## src/rtl/cis_defines.svh

```systemverilog
// Offsets, field positions, reset values and timing counts of the interrupt sequencer
`ifndef CIS_DEFINES_SVH
`define CIS_DEFINES_SVH
`define CIS_ADDR_W         3
`define CIS_DATA_W         8
`define CIS_OFF_CTRL       3'h0
`define CIS_OFF_CORE_EN    3'h1
`define CIS_OFF_FLAG_ZERO  3'h2
`define CIS_OFF_PERIPH_EN  3'h3
`define CIS_OFF_FLAG_ONE   3'h4
`define CIS_OFF_EVT_STAT   3'h5
`define CIS_OFF_EVT_CLR    3'h6
`define CIS_OFF_EVT_EN     3'h7
`define CIS_BIT_GIE        7
`define CIS_BIT_PERIPHERAL_GROUP_IRQ_ENABLE       6
`define CIS_BIT_EDGE       0
`define CIS_BIT_EXT        0
`define CIS_CTRL_MASK      8'hc1
`define CIS_CORE_MASK      8'h31
`define CIS_RST_CTRL       8'h01
`define CIS_RST_ZERO       8'h00
`define CIS_EVT_TAKEN      0
`define CIS_EVT_RETURN     1
`define CIS_EVT_DEFER      2
`define CIS_EVT_W          3
`define CIS_VECTOR_ADDR    15'h0004
`define CIS_Q_PER_TCY      4
`endif

```

## src/rtl/cis_pkg.sv

```systemverilog
// Types shared by the interrupt sequencer
package cis_pkg;
  typedef enum logic [1:0] {
    CIS_Q1 = 2'b00,
    CIS_Q2 = 2'b01,
    CIS_Q3 = 2'b11,
    CIS_Q4 = 2'b10
  } cis_phase_type;

  typedef enum logic [1:0] {
    CIS_ST_RUN    = 2'b00,
    CIS_ST_FLUSH  = 2'b01,
    CIS_ST_VECTOR = 2'b11
  } cis_state_type;

  typedef struct packed {
    logic [7:0] w;
    logic [7:0] status;
    logic [7:0] bsr;
    logic [7:0] fsr0_lo;
    logic [7:0] fsr0_hi;
    logic [7:0] fsr1_lo;
    logic [7:0] fsr1_hi;
    logic [7:0] pclath;
  } cis_ctx_type;

  typedef struct packed {
    logic        flush;
    logic        push;
    logic        pop;
    logic        load_pc;
    logic        restore;
    logic [14:0] pc;
  } cis_cpu_cmd_type;
endpackage : cis_pkg

```

## src/rtl/cis_core_irq.sv

```systemverilog
// Interrupt sequencer of the core: flags, enables, entry, return and context shadow
//
// What this block does
// - Every reset leaves all interrupts disabled
// - Vector only with global and source enables
// - Flags set regardless of any enable
// - Entry: flush, clear global, push, save, vector
// - Global clear: flags set, no vectoring
// - Pending interrupt taken once global re-enabled
// - Return pops PC, restores context, sets global
// - Requests sampled only in first quarter-phase
// - Latency three to four instruction cycles
// - Latency independent of instruction length
// - Pin flag set Q4 through Q1, sampled Q1
// - Edge select picks rising or falling pin edge
// - Core enable sources need no group enable
// - Shadow saves whole context, status byte included
//
// The plain strobed port and the register offsets were left to the implementer.
`timescale 1ns/1ps
`include "cis_defines.svh"

module cis_core_irq #(
  parameter int NUM_PERIPH = 8
) (
  input  wire logic                        sys_clk,
  input  wire logic                        rst,
  input  wire logic [`CIS_ADDR_W-1:0]      reg_addr,
  input  wire logic [`CIS_DATA_W-1:0]      reg_wdata,
  input  wire logic                        reg_wr,
  input  wire logic                        reg_rd,
  output logic      [`CIS_DATA_W-1:0]      reg_rdata,
  input  wire logic                        ext_pin,
  input  wire logic [1:0]                  core_src_evt,
  input  wire logic [NUM_PERIPH-1:0]       periph_evt,
  input  wire logic                        cpu_return,
  input  wire logic [14:0]                 cpu_pc,
  input  wire cis_pkg::cis_ctx_type        cpu_ctx,
  output cis_pkg::cis_ctx_type             shadow_ctx,
  output cis_pkg::cis_cpu_cmd_type         cpu_cmd,
  output cis_pkg::cis_phase_type           q_phase,
  output logic                             irq_out
);

  cis_pkg::cis_phase_type  q_q, q_d;
  cis_pkg::cis_state_type  st_q, st_d;
  cis_pkg::cis_ctx_type    shadow_q, shadow_d;
  cis_pkg::cis_cpu_cmd_type cmd_q, cmd_d;
  logic [7:0]              ctrl_q, ctrl_d;
  logic [7:0]              core_en_q, core_en_d;
  logic [7:0]              flag0_q, flag0_d;
  logic [NUM_PERIPH-1:0]   pen_q, pen_d;
  logic [NUM_PERIPH-1:0]   flag1_q, flag1_d;
  logic [`CIS_EVT_W-1:0]   evt_q, evt_d;
  logic [`CIS_EVT_W-1:0]   evt_en_q, evt_en_d;
  logic [7:0]              rdata_q, rdata_d;
  logic                    pin_s1_q, pin_s2_q, pin_s3_q;
  logic [2:0]              pin_arm_q;
  logic                    edge_pend_q, edge_pend_d;
  logic                    pin_edge;
  logic                    core_hit;
  logic                    periph_hit;
  logic                    pending;
  logic                    take;
  logic                    do_return;
  logic [`CIS_EVT_W-1:0]   evt_set;

  // Pads a peripheral vector into a register byte
  function automatic logic [7:0] cis_byte(input logic [NUM_PERIPH-1:0] v);
    logic [7:0] r;
    r = 8'h00;
    for (int i = 0; i < NUM_PERIPH && i < 8; i++) begin
      r[i] = v[i];
    end
    return r;
  endfunction : cis_byte

  // Pin passes two flip-flops before edge detection
  always_ff @(posedge sys_clk) begin
    if (rst) begin
      pin_s1_q <= 1'b0;
      pin_s2_q <= 1'b0;
      pin_s3_q <= 1'b0;
      pin_arm_q <= 3'h0;
    end else begin
      pin_s1_q <= ext_pin;
      pin_s2_q <= pin_s1_q;
      pin_s3_q <= pin_s2_q;
      pin_arm_q <= {pin_arm_q[1:0], 1'b1};
    end
  end

  // No edge until the synchroniser holds real pin samples, so a high pin is no edge at reset
  assign pin_edge = pin_arm_q[2] & (ctrl_q[`CIS_BIT_EDGE] ? (pin_s2_q & ~pin_s3_q)
                                                          : (~pin_s2_q & pin_s3_q));

  assign core_hit   = |(flag0_q & core_en_q);
  assign periph_hit = ctrl_q[`CIS_BIT_PERIPHERAL_GROUP_IRQ_ENABLE] & (|(flag1_q & pen_q));
  assign pending    = core_hit | periph_hit;
  // Taken only at Q1, only with global enable, only from the run state
  assign take = (q_q == cis_pkg::CIS_Q1) && (st_q == cis_pkg::CIS_ST_RUN)
                && ctrl_q[`CIS_BIT_GIE] && pending;
  assign do_return = cpu_return && (st_q == cis_pkg::CIS_ST_RUN);
  assign evt_set[`CIS_EVT_TAKEN]  = take;
  assign evt_set[`CIS_EVT_RETURN] = do_return;
  assign evt_set[`CIS_EVT_DEFER]  = (q_q == cis_pkg::CIS_Q1) && pending
                                    && !ctrl_q[`CIS_BIT_GIE];

  always_comb begin
    q_d         = q_q;
    st_d        = st_q;
    shadow_d    = shadow_q;
    cmd_d       = '0;
    ctrl_d      = ctrl_q;
    core_en_d   = core_en_q;
    flag0_d     = flag0_q;
    pen_d       = pen_q;
    flag1_d     = flag1_q;
    evt_d       = evt_q;
    evt_en_d    = evt_en_q;
    edge_pend_d = edge_pend_q;
    rdata_d     = 8'h00;
    // Quarter-phase sequencer
    case (q_q)
      cis_pkg::CIS_Q1: q_d = cis_pkg::CIS_Q2;
      cis_pkg::CIS_Q2: q_d = cis_pkg::CIS_Q3;
      cis_pkg::CIS_Q3: q_d = cis_pkg::CIS_Q4;
      default:         q_d = cis_pkg::CIS_Q1;
    endcase
    // Software writes
    if (reg_wr) begin
      if (reg_addr == `CIS_OFF_CTRL) begin
        ctrl_d = reg_wdata & `CIS_CTRL_MASK;
      end else if (reg_addr == `CIS_OFF_CORE_EN) begin
        core_en_d = reg_wdata & `CIS_CORE_MASK;
      end else if (reg_addr == `CIS_OFF_FLAG_ZERO) begin
        flag0_d = reg_wdata & `CIS_CORE_MASK;
      end else if (reg_addr == `CIS_OFF_PERIPH_EN) begin
        pen_d = reg_wdata[NUM_PERIPH-1:0];
      end else if (reg_addr == `CIS_OFF_FLAG_ONE) begin
        flag1_d = reg_wdata[NUM_PERIPH-1:0];
      end else if (reg_addr == `CIS_OFF_EVT_CLR) begin
        evt_d = evt_q & ~reg_wdata[`CIS_EVT_W-1:0];
      end else if (reg_addr == `CIS_OFF_EVT_EN) begin
        evt_en_d = reg_wdata[`CIS_EVT_W-1:0];
      end
    end
    // Reads answer in the next cycle; unmapped reads give zero
    if (reg_rd) begin
      if (reg_addr == `CIS_OFF_CTRL) begin
        rdata_d = ctrl_q;
      end else if (reg_addr == `CIS_OFF_CORE_EN) begin
        rdata_d = core_en_q;
      end else if (reg_addr == `CIS_OFF_FLAG_ZERO) begin
        rdata_d = flag0_q;
      end else if (reg_addr == `CIS_OFF_PERIPH_EN) begin
        rdata_d = cis_byte(pen_q);
      end else if (reg_addr == `CIS_OFF_FLAG_ONE) begin
        rdata_d = cis_byte(flag1_q);
      end else if (reg_addr == `CIS_OFF_EVT_STAT) begin
        rdata_d = {5'h00, evt_q};
      end else if (reg_addr == `CIS_OFF_EVT_EN) begin
        rdata_d = {5'h00, evt_en_q};
      end
    end
    // Pin edge held until the Q4-Q1 window
    if (pin_edge) begin
      edge_pend_d = 1'b1;
    end
    if ((q_q == cis_pkg::CIS_Q4 || q_q == cis_pkg::CIS_Q1) && (edge_pend_q || pin_edge)) begin
      flag0_d[`CIS_BIT_EXT] = 1'b1;
      edge_pend_d = 1'b0;
    end
    // Hardware set wins over a software write in the same cycle
    flag0_d[5:4] = flag0_d[5:4] | core_src_evt;
    flag1_d = flag1_d | periph_evt;
    evt_d = evt_d | evt_set;
    // Entry and return sequencing
    case (st_q)
      cis_pkg::CIS_ST_RUN: begin
        if (take) begin
          ctrl_d[`CIS_BIT_GIE] = 1'b0;
          cmd_d.flush = 1'b1;
          cmd_d.push  = 1'b1;
          cmd_d.pc    = cpu_pc;
          shadow_d    = cpu_ctx;
          st_d        = cis_pkg::CIS_ST_FLUSH;
        end else if (do_return) begin
          ctrl_d[`CIS_BIT_GIE] = 1'b1;
          cmd_d.pop     = 1'b1;
          cmd_d.restore = 1'b1;
        end
      end
      cis_pkg::CIS_ST_FLUSH: begin
        // One forced empty cycle whatever the interrupted instruction
        if (q_q == cis_pkg::CIS_Q4) begin
          st_d = cis_pkg::CIS_ST_VECTOR;
        end
      end
      default: begin
        if (q_q == cis_pkg::CIS_Q4) begin
          cmd_d.load_pc = 1'b1;
          cmd_d.pc      = `CIS_VECTOR_ADDR;
          st_d          = cis_pkg::CIS_ST_RUN;
        end
      end
    endcase
  end

  always_ff @(posedge sys_clk) begin
    if (rst) begin
      q_q         <= cis_pkg::CIS_Q1;
      st_q        <= cis_pkg::CIS_ST_RUN;
      shadow_q    <= '0;
      cmd_q       <= '0;
      ctrl_q      <= `CIS_RST_CTRL;
      core_en_q   <= `CIS_RST_ZERO;
      flag0_q     <= `CIS_RST_ZERO;
      pen_q       <= '0;
      flag1_q     <= '0;
      evt_q       <= '0;
      evt_en_q    <= '0;
      rdata_q     <= `CIS_RST_ZERO;
      edge_pend_q <= 1'b0;
    end else begin
      q_q         <= q_d;
      st_q        <= st_d;
      shadow_q    <= shadow_d;
      cmd_q       <= cmd_d;
      ctrl_q      <= ctrl_d;
      core_en_q   <= core_en_d;
      flag0_q     <= flag0_d;
      pen_q       <= pen_d;
      flag1_q     <= flag1_d;
      evt_q       <= evt_d;
      evt_en_q    <= evt_en_d;
      rdata_q     <= rdata_d;
      edge_pend_q <= edge_pend_d;
    end
  end

  assign reg_rdata  = rdata_q;
  assign shadow_ctx = shadow_q;
  assign cpu_cmd    = cmd_q;
  assign q_phase    = q_q;
  assign irq_out    = |(evt_q & evt_en_q);

  property p_reset_off;
    @(posedge sys_clk) rst |=> !ctrl_q[`CIS_BIT_GIE] && core_en_q == 8'h00 && pen_q == '0;
  endproperty
  a_reset_off: assert property (p_reset_off) else $error("enables not clear after reset");

  property p_take_enabled;
    @(posedge sys_clk) disable iff (rst)
      cpu_cmd.flush |-> $past(ctrl_q[`CIS_BIT_GIE]) && ($past(|(flag0_q & core_en_q))
               || ($past(ctrl_q[`CIS_BIT_PERIPHERAL_GROUP_IRQ_ENABLE]) && $past(|(flag1_q & pen_q))));
  endproperty
  a_take_enabled: assert property (p_take_enabled) else $error("entry without enables");

  property p_flag_set;
    @(posedge sys_clk) disable iff (rst) periph_evt[0] |=> flag1_q[0];
  endproperty
  a_flag_set: assert property (p_flag_set) else $error("peripheral flag not set");

  property p_entry;
    @(posedge sys_clk) disable iff (rst)
      take |=> cpu_cmd.flush && cpu_cmd.push && cpu_cmd.pc == $past(cpu_pc)
               && !ctrl_q[`CIS_BIT_GIE] && shadow_q == $past(cpu_ctx);
  endproperty
  a_entry: assert property (p_entry) else $error("entry steps missing");

  property p_no_take_off;
    @(posedge sys_clk) disable iff (rst) !ctrl_q[`CIS_BIT_GIE] |=> !cpu_cmd.flush;
  endproperty
  a_no_take_off: assert property (p_no_take_off) else $error("vectored while disabled");

  property p_return;
    @(posedge sys_clk) disable iff (rst)
      do_return |=> cpu_cmd.pop && cpu_cmd.restore && ctrl_q[`CIS_BIT_GIE];
  endproperty
  a_return: assert property (p_return) else $error("return steps missing");

  property p_q1_sample;
    @(posedge sys_clk) disable iff (rst) cpu_cmd.flush |-> $past(q_q) == cis_pkg::CIS_Q1;
  endproperty
  a_q1_sample: assert property (p_q1_sample) else $error("request taken outside Q1");

  property p_vector_time;
    @(posedge sys_clk) disable iff (rst)
      take |-> ##8 (cpu_cmd.load_pc && cpu_cmd.pc == `CIS_VECTOR_ADDR);
  endproperty
  a_vector_time: assert property (p_vector_time) else $error("vector not loaded in time");

  property p_pin_edge;
    @(posedge sys_clk) disable iff (rst)
      pin_edge |-> ##[1:4] flag0_q[`CIS_BIT_EXT];
  endproperty
  a_pin_edge: assert property (p_pin_edge) else $error("pin flag not set after edge");

endmodule : cis_core_irq

```

## config.mk

```make
export PLATFORM = sky130hd
export DESIGN_NAME = cis_core_irq
export DESIGN_NICKNAME = d
export VERILOG_FILES = /design/src/rtl/cis_pkg.sv /design/src/rtl/cis_core_irq.sv
export VERILOG_INCLUDE_DIRS = /design/src /design/src/rtl
export SDC_FILE = /design/constraint.sdc
export NUM_CORES = 1
export LEC_CHECK = 0
export BUFFER_PORTS_ARGS = -buffer_cell sky130_fd_sc_hd__buf_2
export CAP_MARGIN = 10
export CELL_PAD_IN_SITES_DETAIL_PLACEMENT = 0
export CELL_PAD_IN_SITES_GLOBAL_PLACEMENT = 1
export CORE_MARGIN = 2
export CORE_UTILIZATION = 40
export CTS_BUF_LIST = sky130_fd_sc_hd__clkbuf_8
export DETAILED_ROUTE_END_ITERATION = 8
export GPL_ROUTABILITY_DRIVEN = 1
export PLACE_DENSITY_LB_ADDON = 0.25
export SLEW_MARGIN = 20
export SYNTH_ARGS = -nofsm -noshare
export SYNTH_HDL_FRONTEND = slang
export SYNTH_SLANG_ARGS = --single-unit
```

## constraint.sdc

```tcl
create_clock -name sys_clk -period 3.5 [get_ports sys_clk]
set_input_delay 0.525 -clock sys_clk [delete_from_list [all_inputs] [get_ports sys_clk]]
set_output_delay 0.525 -clock sys_clk [all_outputs]
set_load 0.02 [all_outputs]
```

# Word level (Yosys, flattened, before mapping)
# Cells that the tools add are included.
[classes]
n_addsub = 0
multipliers = 0
n_div = 0
magnitude_cmp = 0
n_eq_ne = 15
shifts = 0
muxes = 43
bitwise_logic = 23
reduce_logical = 33
[op_table]
columns = ["op", "n"]
rows = [
  ["two-way mux 8 bit", 13],
  ["two-way mux 3 bit", 10],
  ["one-hot mux 15 bit (2 select lines)", 1],
  ["two-way mux 6 bit", 4],
  ["OR reduction 8 bit", 2],
  ["two-way mux 15 bit", 1],
  ["equality test 3 bit (second input constant)", 4],
  ["OR reduction 3 bit", 4],
  ["NOT 1 bit", 10],
  ["bitwise AND 8 bit", 1],
  ["two-way mux 1 bit", 8],
  ["two-way mux 2 bit", 4],
  ["bitwise OR 8 bit", 1],
  ["AND reduction 8 bit", 1],
  ["logical AND 1 bit", 7],
  ["bitwise AND 3 bit", 2],
  ["bitwise AND 6 bit", 1],
  ["equality test 3 x 2 -> 1 bit (second input constant)", 2],
  ["one-hot mux 2 bit (3 select lines)", 1],
  ["AND reduction 3 bit", 2],
  ["nonzero test 2 bit", 3],
  ["OR reduction 2 bit", 3],
  ["AND reduction 5 bit", 1],
  ["OR reduction 5 bit", 1],
  ["17 further kinds", 27],
]
[totals]
regBits = 133
latch_bits = 0
ram_bits = 0
mem_bits_ro = 0
output_inout_bits = 95
mem_count = 0

# Logic depth before layout (Yosys ltp)
# Gate-level depths: netlist of the first run.
[logic_depth]
ltp_word = 10
mapped_depth = 7

# Worst setup path before layout of the first run
# No wires, ideal clock.
[synth_path]
kind = "register to register"
start = "register flag1_q[0]"
end = "register shadow_q (netlist bit shadow_ctx[10])"
setup_ns = 0.072
t_arrival_ns = 1.652
required_time_ns = 3.428
setup_slack_ns = 1.777
path_stages_with_launch = 8
path_buffers = 3
cell_sequence = "dfxtp_1 a22o_1 o41ai_4 a21o_1 buf_4 buf_8 buf_12 mux2i_1"
[synth_via]
elab_chain_len = 6
[synth_rtl]
columns = ["element", "line_no", "rtl"]
rows = [
  ["from (decl)", "cis_core_irq.sv:53", "logic [NUM_PERIPH-1:0] flag1_q, flag1_d;"],
  ["from (signal assigned)", "cis_core_irq.sv:234", "flag1_q <= flag1_d;"],
  ["bitwise AND 8 bit", "cis_core_irq.sv:98", "assign periph_hit = ctrl_q[`CIS_BIT_PERIPHERAL_GROUP_IRQ_ENABLE] & (|(flag1_q & pen_q));"],
  ["OR reduction 8 bit", "cis_core_irq.sv:98", ""],
  ["bitwise AND 1 bit", "cis_core_irq.sv:98", ""],
  ["bitwise OR 1 bit", "cis_core_irq.sv:99", "assign pending = core_hit | periph_hit;"],
  ["logical AND 1 bit", "cis_core_irq.sv:101", "assign take = (q_q == cis_pkg::CIS_Q1) && (st_q == cis_pkg::CIS_ST_RUN)"],
  ["AND reduction 2 bit (no source line)", "-", ""],
  ["to (signal assigned)", "cis_core_irq.sv:228", "shadow_q <= shadow_d;"],
  ["to (decl)", "cis_core_irq.sv:47", "cis_pkg::cis_ctx_type shadow_q, shadow_d;"],
]
# No other way between the ends.
# A chain may end at the register's enable or synchronous reset.

# Worst setup path after layout of the first run
[layout_path]
start = "register flag1_q[0]"
end = "register shadow_q (netlist bit shadow_ctx[58])"
# Same word-level chain as after synthesis.

==> impl_results.md, run 1 <==
- Pin count of the biggest net entering global routing: 58
- Post-CTS Setup Bufs: 0
- Iteration-0 DRC count of the detailed router: 208
- Total power: 3.202 mW
- Cells after DPL: 898
- DRT Pass-1 Iters: 4
- Crit Path Category: register to register
- Syn nets: 665
- TritonCTS buffer count: 17
- Commonest non-fill, non-tap cell in the layout: buf_2
- Wire length per cell: 13.59 microns
- Hold_buf cts: 0
- Startpoint Class: register
- Routed wl met3: 1031 microns
- Hold Path End: cpu_cmd[13]
- Initial antenna violation count: 0
- Horiz. Die Dim: 117.7 microns
- Max transition margin: 53.48%
- Cells after synthesis: 559
- RD Place Congestion: 0.8083
- Die Area: 13840 sq um
- IO Pins: 201
- Period utilization: 63.99%
- Synth Register Bits: 132
- Core Area: 12620 sq um
- Tot GR Track Use: 18.57%
- Final nets: 851
- Multi-input gate area: 2255 sq um
- Via count: 4400
- Gr ovfl total: 0
- P per Cell Area: 479.7 nW/um^2
- Clock Tree Buf Depth: 2
- CP max FO: 39
- FILL cells: 1236
- Arrival @ worst endpoint: 2.61 ns
- Min Tclk post-route: 2.240 ns
- Reg2Reg Depth: 5
- Vias/cell: 4.731
- Cell area after synthesis: 5167 sq um
- Die H: 117.7 microns
- Final core utilization: 52.90%
- Fin area: 6675 sq um
- Commonest cells after routing, fill and taps aside: buf_2, nand2_1, dfxtp_1, mux2i_1, nor2_1
- P&R area growth vs syn: 29.18%
- Reg2Reg Launch Point: flag1_q[0]
- # port buffers: 200
- Critical path data required time: 3.87 ns
- M1 WL: 5528 microns
- Outcome: finished clean
- Final Skew: 0.008874 ns
- First-pass GRT wire length: 20530 microns
- Peak supply drop: 0.2417 mV
- CTS tree: yes
- Insertion delay to the later sink of the worst-skew pair: 0.45 ns
- Maxcap violations: 0
- Layout cells sized above 1: 32.72%
- Placed wire-length estimate: 8849 microns
- Top sig layer: met4
- Worst R2R Setup Slack: 1.26 ns
- HP Class: input pin to register
- Met2 Routed Length: 5924 microns
- Mean Syn Cell Area: 9.244 sq um
- Fmax: 446.5 MHz
- Worst Tran Pin Value: 0.6978 ns
- Number of max-slew violations in the final report: 0
- Worst hold start: cpu_pc[13]
- R2R Path End: shadow_ctx[58]
- Leakage: 3.534 nW
- Resized cells post-CTS: 0
- CTS Root Cell: clkbuf_8
- Area after DPL: 6217 sq um
- Worst-path clk slew: 0.07 ns
- Sequential cell area: 2643 sq um
- DRT Wirelength: 12640 microns
- H-tree Lvls: 4
- Seq/Total Area, Yosys: 51.14%
- Post-DRT Antenna Nets: 0
- RSZ-0062 raised after global routing: no
- Synth warn: 0
- Setup TNS: 0 ns
- Crit end category: register
- Ant diodes: 0
- Vias in the first global route: 4138
- Hold Vio Cnt, Final: 0
- Clock sink count: 132
- Worst Hold Depth: 2
- Final Non-Filler Cells: 930
- Rows: 41
- Setup violators final: 0
- Cell variety after synth: 40
- Initial core utilization: 40.95%
- DRC Markers: 0
## metal layers
| layer | global-route usage (%) | vias up |
|---|---|---|
| li1 | - | 2217 |
| met1 | 22.57 | 2013 |
| met2 | 29.72 | 158 |
| met3 | 7.800 | 12 |
| met4 | 6.099 | 0 |
| met5 | 0 | - |
## kinds of logic after synthesis
logic type             share of synthesized area, %
DFF                                           51.14
and+or+nand+nor                               19.37
muxes                                         16.44
AOI/OAI and AO/OA                             7.676
buffers and inverters                         5.375
## how the worst max path moves through the flow
stage          cells past startpoint        from              to  slack [ns]
2_1_floorplan                      7  flag1_q[0]  shadow_ctx[10]        1.78
6_report                           5  flag1_q[0]  shadow_ctx[58]        1.26
4_1_cts                            5  flag1_q[0]  shadow_ctx[58]        1.22
3_3_place_gp                       5  flag1_q[0]     cpu_cmd[15]        1.33
5_1_grt                            5  flag1_q[0]  shadow_ctx[58]        1.12
3_5_place_dp                       5  flag1_q[0]  shadow_ctx[23]        1.22
## flip-flops by register name, summed over array words and instances, names as in the netlist, 8 cells and up
signal,count
cpu_cmd,18
shadow_ctx,64
flag1_q,8
pen_q,8
reg_rdata,8
## report_power, final
| part | leakage (nW) | total [mW] | internal (mW) | switching, mW |
|---|---|---|---|---|
| sequential | 1.07 | 1.54 | 1.53 | 0.0189 |
| combinational | 2.23 | 0.201 | 0.0879 | 0.113 |
| clock | 0.230 | 1.46 | 0.862 | 0.594 |
| total | 3.53 | 3.20 | 2.48 | 0.726 |
## worst max-delay path, stage by stage (launching register included)
cell,delay (ns)
dfxtp_1,0.33
a22o_1,0.26
o41ai_4,0.47
a21o_4,0.50
buf_12,0.33
mux2i_1,0.23
## cells in the mapped netlist
cell      instances  area share (%)
nand2_1         175              13
dfxtp_1         132              51
mux2i_1          77              15
clkbuf_1         27             2.0
nor2_1           21             1.5
a21oi_1          18             1.7
and2_1           14             1.7
inv_1            13            0.94
nor2b_1          10             1.2
a31oi_1           8            0.97
a22o_1            7             1.2
mux2_2            7             1.5
buf_4             6            0.87
a22oi_1           4            0.58
a211oi_1          3            0.44
buf_12            3             1.2
nand3b_1          3            0.44
a21o_1            2            0.29
a221oi_1          2            0.34
a222oi_1          2            0.39
and3_1            2            0.24
nand2b_1          2            0.24
nand3_1           2            0.19
nor3b_1           2            0.29
o32a_1            2            0.39
a2111o_1          1            0.22
a21boi_0          1            0.15
a32oi_1           1            0.17
and4b_1           1            0.19
buf_1             1           0.073
buf_8             1            0.29
clkinv_1          1           0.073
nand4_1           1            0.12
nor3_1            1           0.097
nor4_1            1            0.12
o21a_1            1            0.15
o21bai_1          1            0.15
o41ai_4           1            0.53
or2_2             1            0.12
or3b_2            1            0.17
## through the flow
| step | worst slack [ns] | hold slack (ns) |
|---|---|---|
| 2_1_floorplan | 1.777 | 0.4138 |
| 3_3_place_gp | 1.334 | 0.4173 |
| 3_5_place_dp | 1.220 | 0.4301 |
| 4_1_cts | 1.224 | 0.2460 |
| 5_1_grt | 1.124 | 0.2358 |
| 6_report | 1.260 | 0.2737 |
## final cells by class
| class | count | share of cell area, % |
|---|---|---|
| clock buffer | 18 | 3.711 |
| timing repair buffer | 205 | 15.75 |
| inverter | 14 | 0.8060 |
| tap | 172 | 3.224 |
| multi-input combinational | 375 | 33.78 |
| clock inverter | 14 | 3.149 |
| sequential | 132 | 39.59 |
(Power assumes the default switching activity.)
==> inputs of run 2 (changes only) <==
- CORE_UTILIZATION: 40 -> 37
- clock period: 3.5 -> 2.1 ns (I/O delays scaled with it)
==> impl_results.md, run 2 (synthesized netlist as in run 1, its figures left out) <==
- CTS tree: yes
- Max reg flops: 64 (unchanged)
- Switching Share: 23.33% (+0.65 points)
- RD Place Congestion: 0.8176 (+1.2%)
- Top Family by Delay on Critical Path: compound AO/OA/AOI/OAI gates
- Worst-path clk slew: 0.07 ns (about the same)
- Pint: 3.847 mW (+55%)
- Vias in the first global route: 4103 (-0.85%)
- Insertion delay to the later sink of the worst-skew pair: 0.43 ns (-0.02 ns)
- RSZ-0062 raised after global routing: no
- Horiz. Die Dim: 122.2 microns (+3.8%)
- Post-DRT Antenna Nets: 0 (unchanged)
- Slowest-stage cell, CP: o41ai_4
- FILL cells: 1394 (+13%)
- Setup TNS: 0 ns (unchanged)
- Fmax: 509.0 MHz (+14%)
- Ant diodes: 0 (unchanged)
- Core Area: 13770 sq um (+9.1%)
- Arrival @ worst endpoint: 2.33 ns (-0.28 ns)
- Worst Tran Pin Value: 0.4578 ns (-0.2399 ns)
- Area after DPL: 6382 sq um (+2.7%)
- DRT Pass-1 Iters: 5 (+1)
- Commonest cells after routing, fill and taps aside: buf_2, nand2_1, dfxtp_1, mux2i_1, nor2_1
- Initial antenna violation count: 0 (unchanged)
- HP Class: input pin to register
- DRT Wirelength: 13150 microns (+4.0%)
- Rows: 43 (+4.9%)
- Fin area: 6766 sq um (+1.4%)
- Largest stage delay, worst path: 0.47 ns (-0.03 ns)
- P per Cell Area: 741.6 nW/um^2 (+55%)
- Resized cells post-CTS: 0 (unchanged)
- Crit end category: register
- Setup violators final: 0 (unchanged)
- Power share of the clock group: 41.5% (-4.0 points)
- Leakage: 3.603 nW (+2.0%)
- CTS Root Cell: clkbuf_8
- DRC Markers: 0 (unchanged)
- Clock sink count: 132 (unchanged)
- # port buffers: 200 (unchanged)
- Final nets: 865 (+1.6%)
- Worst-path cell chain: a22o_1 -> o41ai_4 -> a21o_4 -> buf_4 -> mux2i_1
- Period utilization: 93.56% (+30 points)
- Placed wire-length estimate: 9650 microns (+9.0%)
- TritonCTS buffer count: 17 (unchanged)
- Hold_buf cts: 0 (unchanged)
- Flop pwr share: 51.3% (+3.1 points)
- Vias/cell: 4.693 (-0.80%)
- Initial core utilization: 37.52% (-3.4 points)
- H-tree Lvls: 4 (unchanged)
- Critical path data required time: 2.46 ns (-1.41 ns)
- Pin count of the biggest net entering global routing: 42 (-28%)
- Buf/Inv on CP: 1 (unchanged)
- Peak supply drop: 0.3401 mV (+41%)
- Iteration-0 DRC count of the detailed router: 210 (+0.96%)
- Die H: 122.2 microns (+3.8%)
- Via count: 4468 (+1.5%)
- Outcome: finished clean
- Die Area: 14930 sq um (+7.8%)
- Multi-input gate area: 2255 sq um (unchanged)
- Layout cells sized above 1: 33.55% (+0.83 points)
- P&R area growth vs syn: 30.94%
- Logic pwr share: 7.2% (+0.9 points)
- Post-CTS Setup Bufs: 0 (unchanged)
- Max transition margin: 69.48% (+16 points)
- Wire length per cell: 13.81 microns (+1.6%)
- CP max FO: 12 (-69%)
- Commonest non-fill, non-tap cell in the layout: buf_2
- Crit Path Category: register to register
- Maxcap violations: 0 (unchanged)
- Clock Tree Buf Depth: 2 (unchanged)
- Sequential cell area: 2643 sq um (unchanged)
- Net switching power figure: 1.171 mW (+61%)
- Min Tclk post-route: 1.965 ns (-0.2749 ns)
- Hold Vio Cnt, Final: 0 (unchanged)
- Final Skew: 0.008032 ns (-0.0008421 ns)
- Startpoint Class: register
- First-pass GRT wire length: 20330 microns (-0.97%)
- Gr ovfl total: 0 (unchanged)
- Number of max-slew violations in the final report: 0 (unchanged)
- Tot GR Track Use: 17.67% (-0.89 points)
- IO Pins: 201 (unchanged)
## run 2: changes by cell type in the layout (fill, tap and decap cells not counted)
| cell | delta |
|---|---|
| buf_4 | +10 |
| buf_12 | +4 |
| clkinv_2 | +3 |
| clkinv_4 | -3 |
| inv_1 | +3 |
| bufinv_16 | -2 |
| clkbuf_8 | -1 |
## run 2: per-stage QoR
step	hold slack (ns)	power, mW	setup slack, ns	std cells	util [%]
after global routing	0.04810	5.240	0.05407	952	49.13
after CTS	0.04278	5.082	0.1227	952	49.13
after floorplan	0.4138	2.811	0.3768	559	-
after detailed placement	0.4231	2.991	0.1383	920	46.34
final	0.07734	5.018	0.1352	952	49.13
after global placement	0.4239	2.986	0.2174	920	46.34
## run 2: final timing paths
| kind | endpoint | from | depth (start not counted) | slack [ns] |
|---|---|---|---|---|
| worst max-delay path | shadow_ctx[57] | flag1_q[0] | 5 | 0.14 |
| worst min-delay path | cpu_cmd[2] | cpu_pc[2] | 2 | 0.08 |
| worst max register to register | shadow_ctx[57] | flag1_q[0] | 5 | 0.14 |
| worst min register to register | pin_arm_q[1] | pin_arm_q[0] | 1 | 0.44 |
## run 2: power by group through the flow
stage	Clock (mW)	Combinational [mW]	Sequential [mW]
floorplan	0	0.177	2.63
global placement	0	0.357	2.63
detailed placement	0	0.360	2.63
CTS	2.15	0.362	2.57
global route	2.26	0.400	2.58
finish	2.08	0.360	2.57
## run 2: area by class of cell
| class | instances | share of cell area [%] |
|---|---|---|
| sequential | 132 | 39.05 |
| multi-input combinational | 375 | 33.32 |
| timing repair buffer | 219 | 17.83 |
| clock buffer | 17 | 3.458 |
| tap | 180 | 3.328 |
| clock inverter | 15 | 2.219 |
| inverter | 14 | 0.7951 |
## run 2: metal layers
| metal | wire length [microns] | vias to the layer above | track usage, % | share of wire [%] |
|---|---|---|---|---|
| met4 | 212 | 0 | 6.466 | 1.6 |
| met3 | 1194 | 19 | 6.742 | 9.1 |
| met1 | 5990 | 2022 | 22.69 | 46 |
| met2 | 5748 | 174 | 27.03 | 44 |
| li1 | - | 2253 | - | - |
| met5 | 0 | - | 0 | 0 |
==> inputs of run 3 (changes only) <==
- CORE_MARGIN: 2 -> unset
==> impl_results.md, run 3 (synthesized netlist as in run 1, its figures left out) <==
- Initial core utilization: 38.41% (+0.89 points)
- R2R Path End: shadow_ctx[8]
- Worst hold start: cpu_pc[2]
- Post-DRT Antenna Nets: 0 (unchanged)
- Setup violators final: 0 (unchanged)
- Area after DPL: 6315 sq um (-1.1%)
- Setup TNS: 0 ns (unchanged)
- CTS Root Cell: clkbuf_8
- Layout cells sized above 1: 32.99% (-0.56 points)
- P per Cell Area: 723.6 nW/um^2 (-2.4%)
- Hold Vio Cnt, Final: 0 (unchanged)
- Via count: 4419 (-1.1%)
- Outcome: finished clean
- Worst R2R Setup Slack: 0.21 ns (+0.08 ns)
- Iteration-0 DRC count of the detailed router: 186 (-11%)
- Tot GR Track Use: 17.62% (-0.052 points)
- Min Tclk post-route: 1.890 ns (-0.07516 ns)
- Reg2Reg Depth: 5 (unchanged)
- Gr ovfl total: 0 (unchanged)
- Number of max-slew violations in the final report: 0 (unchanged)
- Max transition margin: 71.13% (+1.7 points)
- Hold Path End: cpu_cmd[2]
- Vias in the first global route: 4073 (-0.73%)
- CP max FO: 37 (+25)
- Peak supply drop: 0.3331 mV (-2.1%)
- Leakage: 3.571 nW (-0.90%)
- Insertion delay to the later sink of the worst-skew pair: 0.44 ns (about the same)
- Fmax: 529.2 MHz (+4.0%)
- Horiz. Die Dim: 120.2 microns (-1.6%)
- Crit end category: register
- Hold_buf cts: 0 (unchanged)
- Clock Tree Buf Depth: 2 (unchanged)
- Ant diodes: 0 (unchanged)
- Die H: 120.2 microns (-1.6%)
- # port buffers: 200 (unchanged)
- H-tree Lvls: 4 (unchanged)
- Pin count of the biggest net entering global routing: 92 (+120%)
- P&R area growth vs syn: 29.25%
- Crit Path Category: register to register
- Rows: 42 (-2.3%)
- Arrival @ worst endpoint: 2.25 ns (-0.08 ns)
- Core Area: 13450 sq um (-2.3%)
- Clock sink count: 132 (unchanged)
- Final nets: 860 (-0.58%)
- RSZ-0062 raised after global routing: no
- DRC Markers: 0 (unchanged)
- Final core utilization: 49.65% (+0.52 points)
- Worst Tran Pin Value: 0.4330 ns (-0.02480 ns)
- Max reg flops: 64 (unchanged)
- Commonest cells after routing, fill and taps aside: buf_2, nand2_1, dfxtp_1, mux2i_1, clkbuf_8
- Critical path data required time: 2.46 ns (about the same)
- DRT Pass-1 Iters: 5 (unchanged)
- Startpoint Class: register
- Placed wire-length estimate: 8927 microns (-7.5%)
- DRT Wirelength: 12580 microns (-4.3%)
- Vias/cell: 4.686 (-0.15%)
- Reg2Reg Launch Point: flag1_q[0]
- IO Pins: 201 (unchanged)
- Post-CTS Setup Bufs: 0 (unchanged)
- Fin area: 6679 sq um (-1.3%)
- Resized cells post-CTS: 0 (unchanged)
- Final Skew: 0.01483 ns (+0.006802 ns)
- FILL cells: 1351 (-3.1%)
- Maxcap violations: 0 (unchanged)
- Initial antenna violation count: 0 (unchanged)
- Commonest non-fill, non-tap cell in the layout: buf_2
- First-pass GRT wire length: 19740 microns (-2.9%)
- RD Place Congestion: 0.8077 (-1.2%)
- Worst-path clk slew: 0.07 ns (about the same)
- TritonCTS buffer count: 17 (unchanged)
- Period utilization: 89.98% (-3.6 points)
- CTS tree: yes
- Wire length per cell: 13.34 microns (-3.4%)
- Die Area: 14440 sq um (-3.2%)
- Worst Hold Depth: 2 (unchanged)
- HP Class: input pin to register
==> run 3: worst max-delay path, stage by stage, from the launching register on <==
cell and delay, ns:
dfxtp_1 0.34, a22o_1 0.27, o41ai_4 0.48, a21o_4 0.23
buf_12 0.25, mux2i_1 0.22
==> run 3: area by class of cell <==
| type | instances | area [sq um] | area share, % |
|---|---|---|---|
| Multi-Input combinational cell | 375 | 2255 | 33.76 |
| Tap cell | 176 | 220.2 | 3.297 |
| Clock inverter | 8 | 33.78 | 0.5058 |
| Timing Repair Buffer | 214 | 1144 | 17.12 |
| Clock buffer | 24 | 330.3 | 4.946 |
| Sequential cell | 132 | 2643 | 39.57 |
| Inverter | 14 | 53.80 | 0.8055 |
==> run 3: through the flow <==
stage               setup WS, ns  hold slack [ns]  power (mW)  std cells
floorplan                 0.3768           0.4138       2.811        559
global placement          0.3031           0.4195       2.971        911
detailed placement        0.2140           0.4253       2.978        911
CTS                       0.2065          0.03848       4.905        943
global route              0.1397          0.05507       5.060        943
finish                    0.2103          0.07481       4.833        943
==> run 3: metal layers <==
layer	global-route usage, %	vias to the layer above	part of all wire (%)
met5	0	-	0
met4	7.969	0	0.99
met3	6.085	10	8.0
met2	28.66	161	48
met1	20.85	2011	43
li1	-	2237	-
==> run 3: power breakdown <==
part,internal (mW),switching (mW),leakage [nW]
registers,2.54,0.0318,1.07
logic,0.156,0.189,2.29
clock network,1.01,0.901,0.211
==> run 3: worst max path at each step <==
stage	from	endpoint	slack (ns)	depth (start not counted)
3_3_place_gp	flag1_q[0]	shadow_ctx[63]	0.30	5
6_report	flag1_q[0]	shadow_ctx[8]	0.21	5
5_1_grt	flag1_q[0]	shadow_ctx[9]	0.14	5
2_1_floorplan	flag1_q[0]	shadow_ctx[10]	0.38	7
4_1_cts	flag1_q[0]	shadow_ctx[8]	0.21	5
3_5_place_dp	flag1_q[0]	shadow_ctx[8]	0.21	5
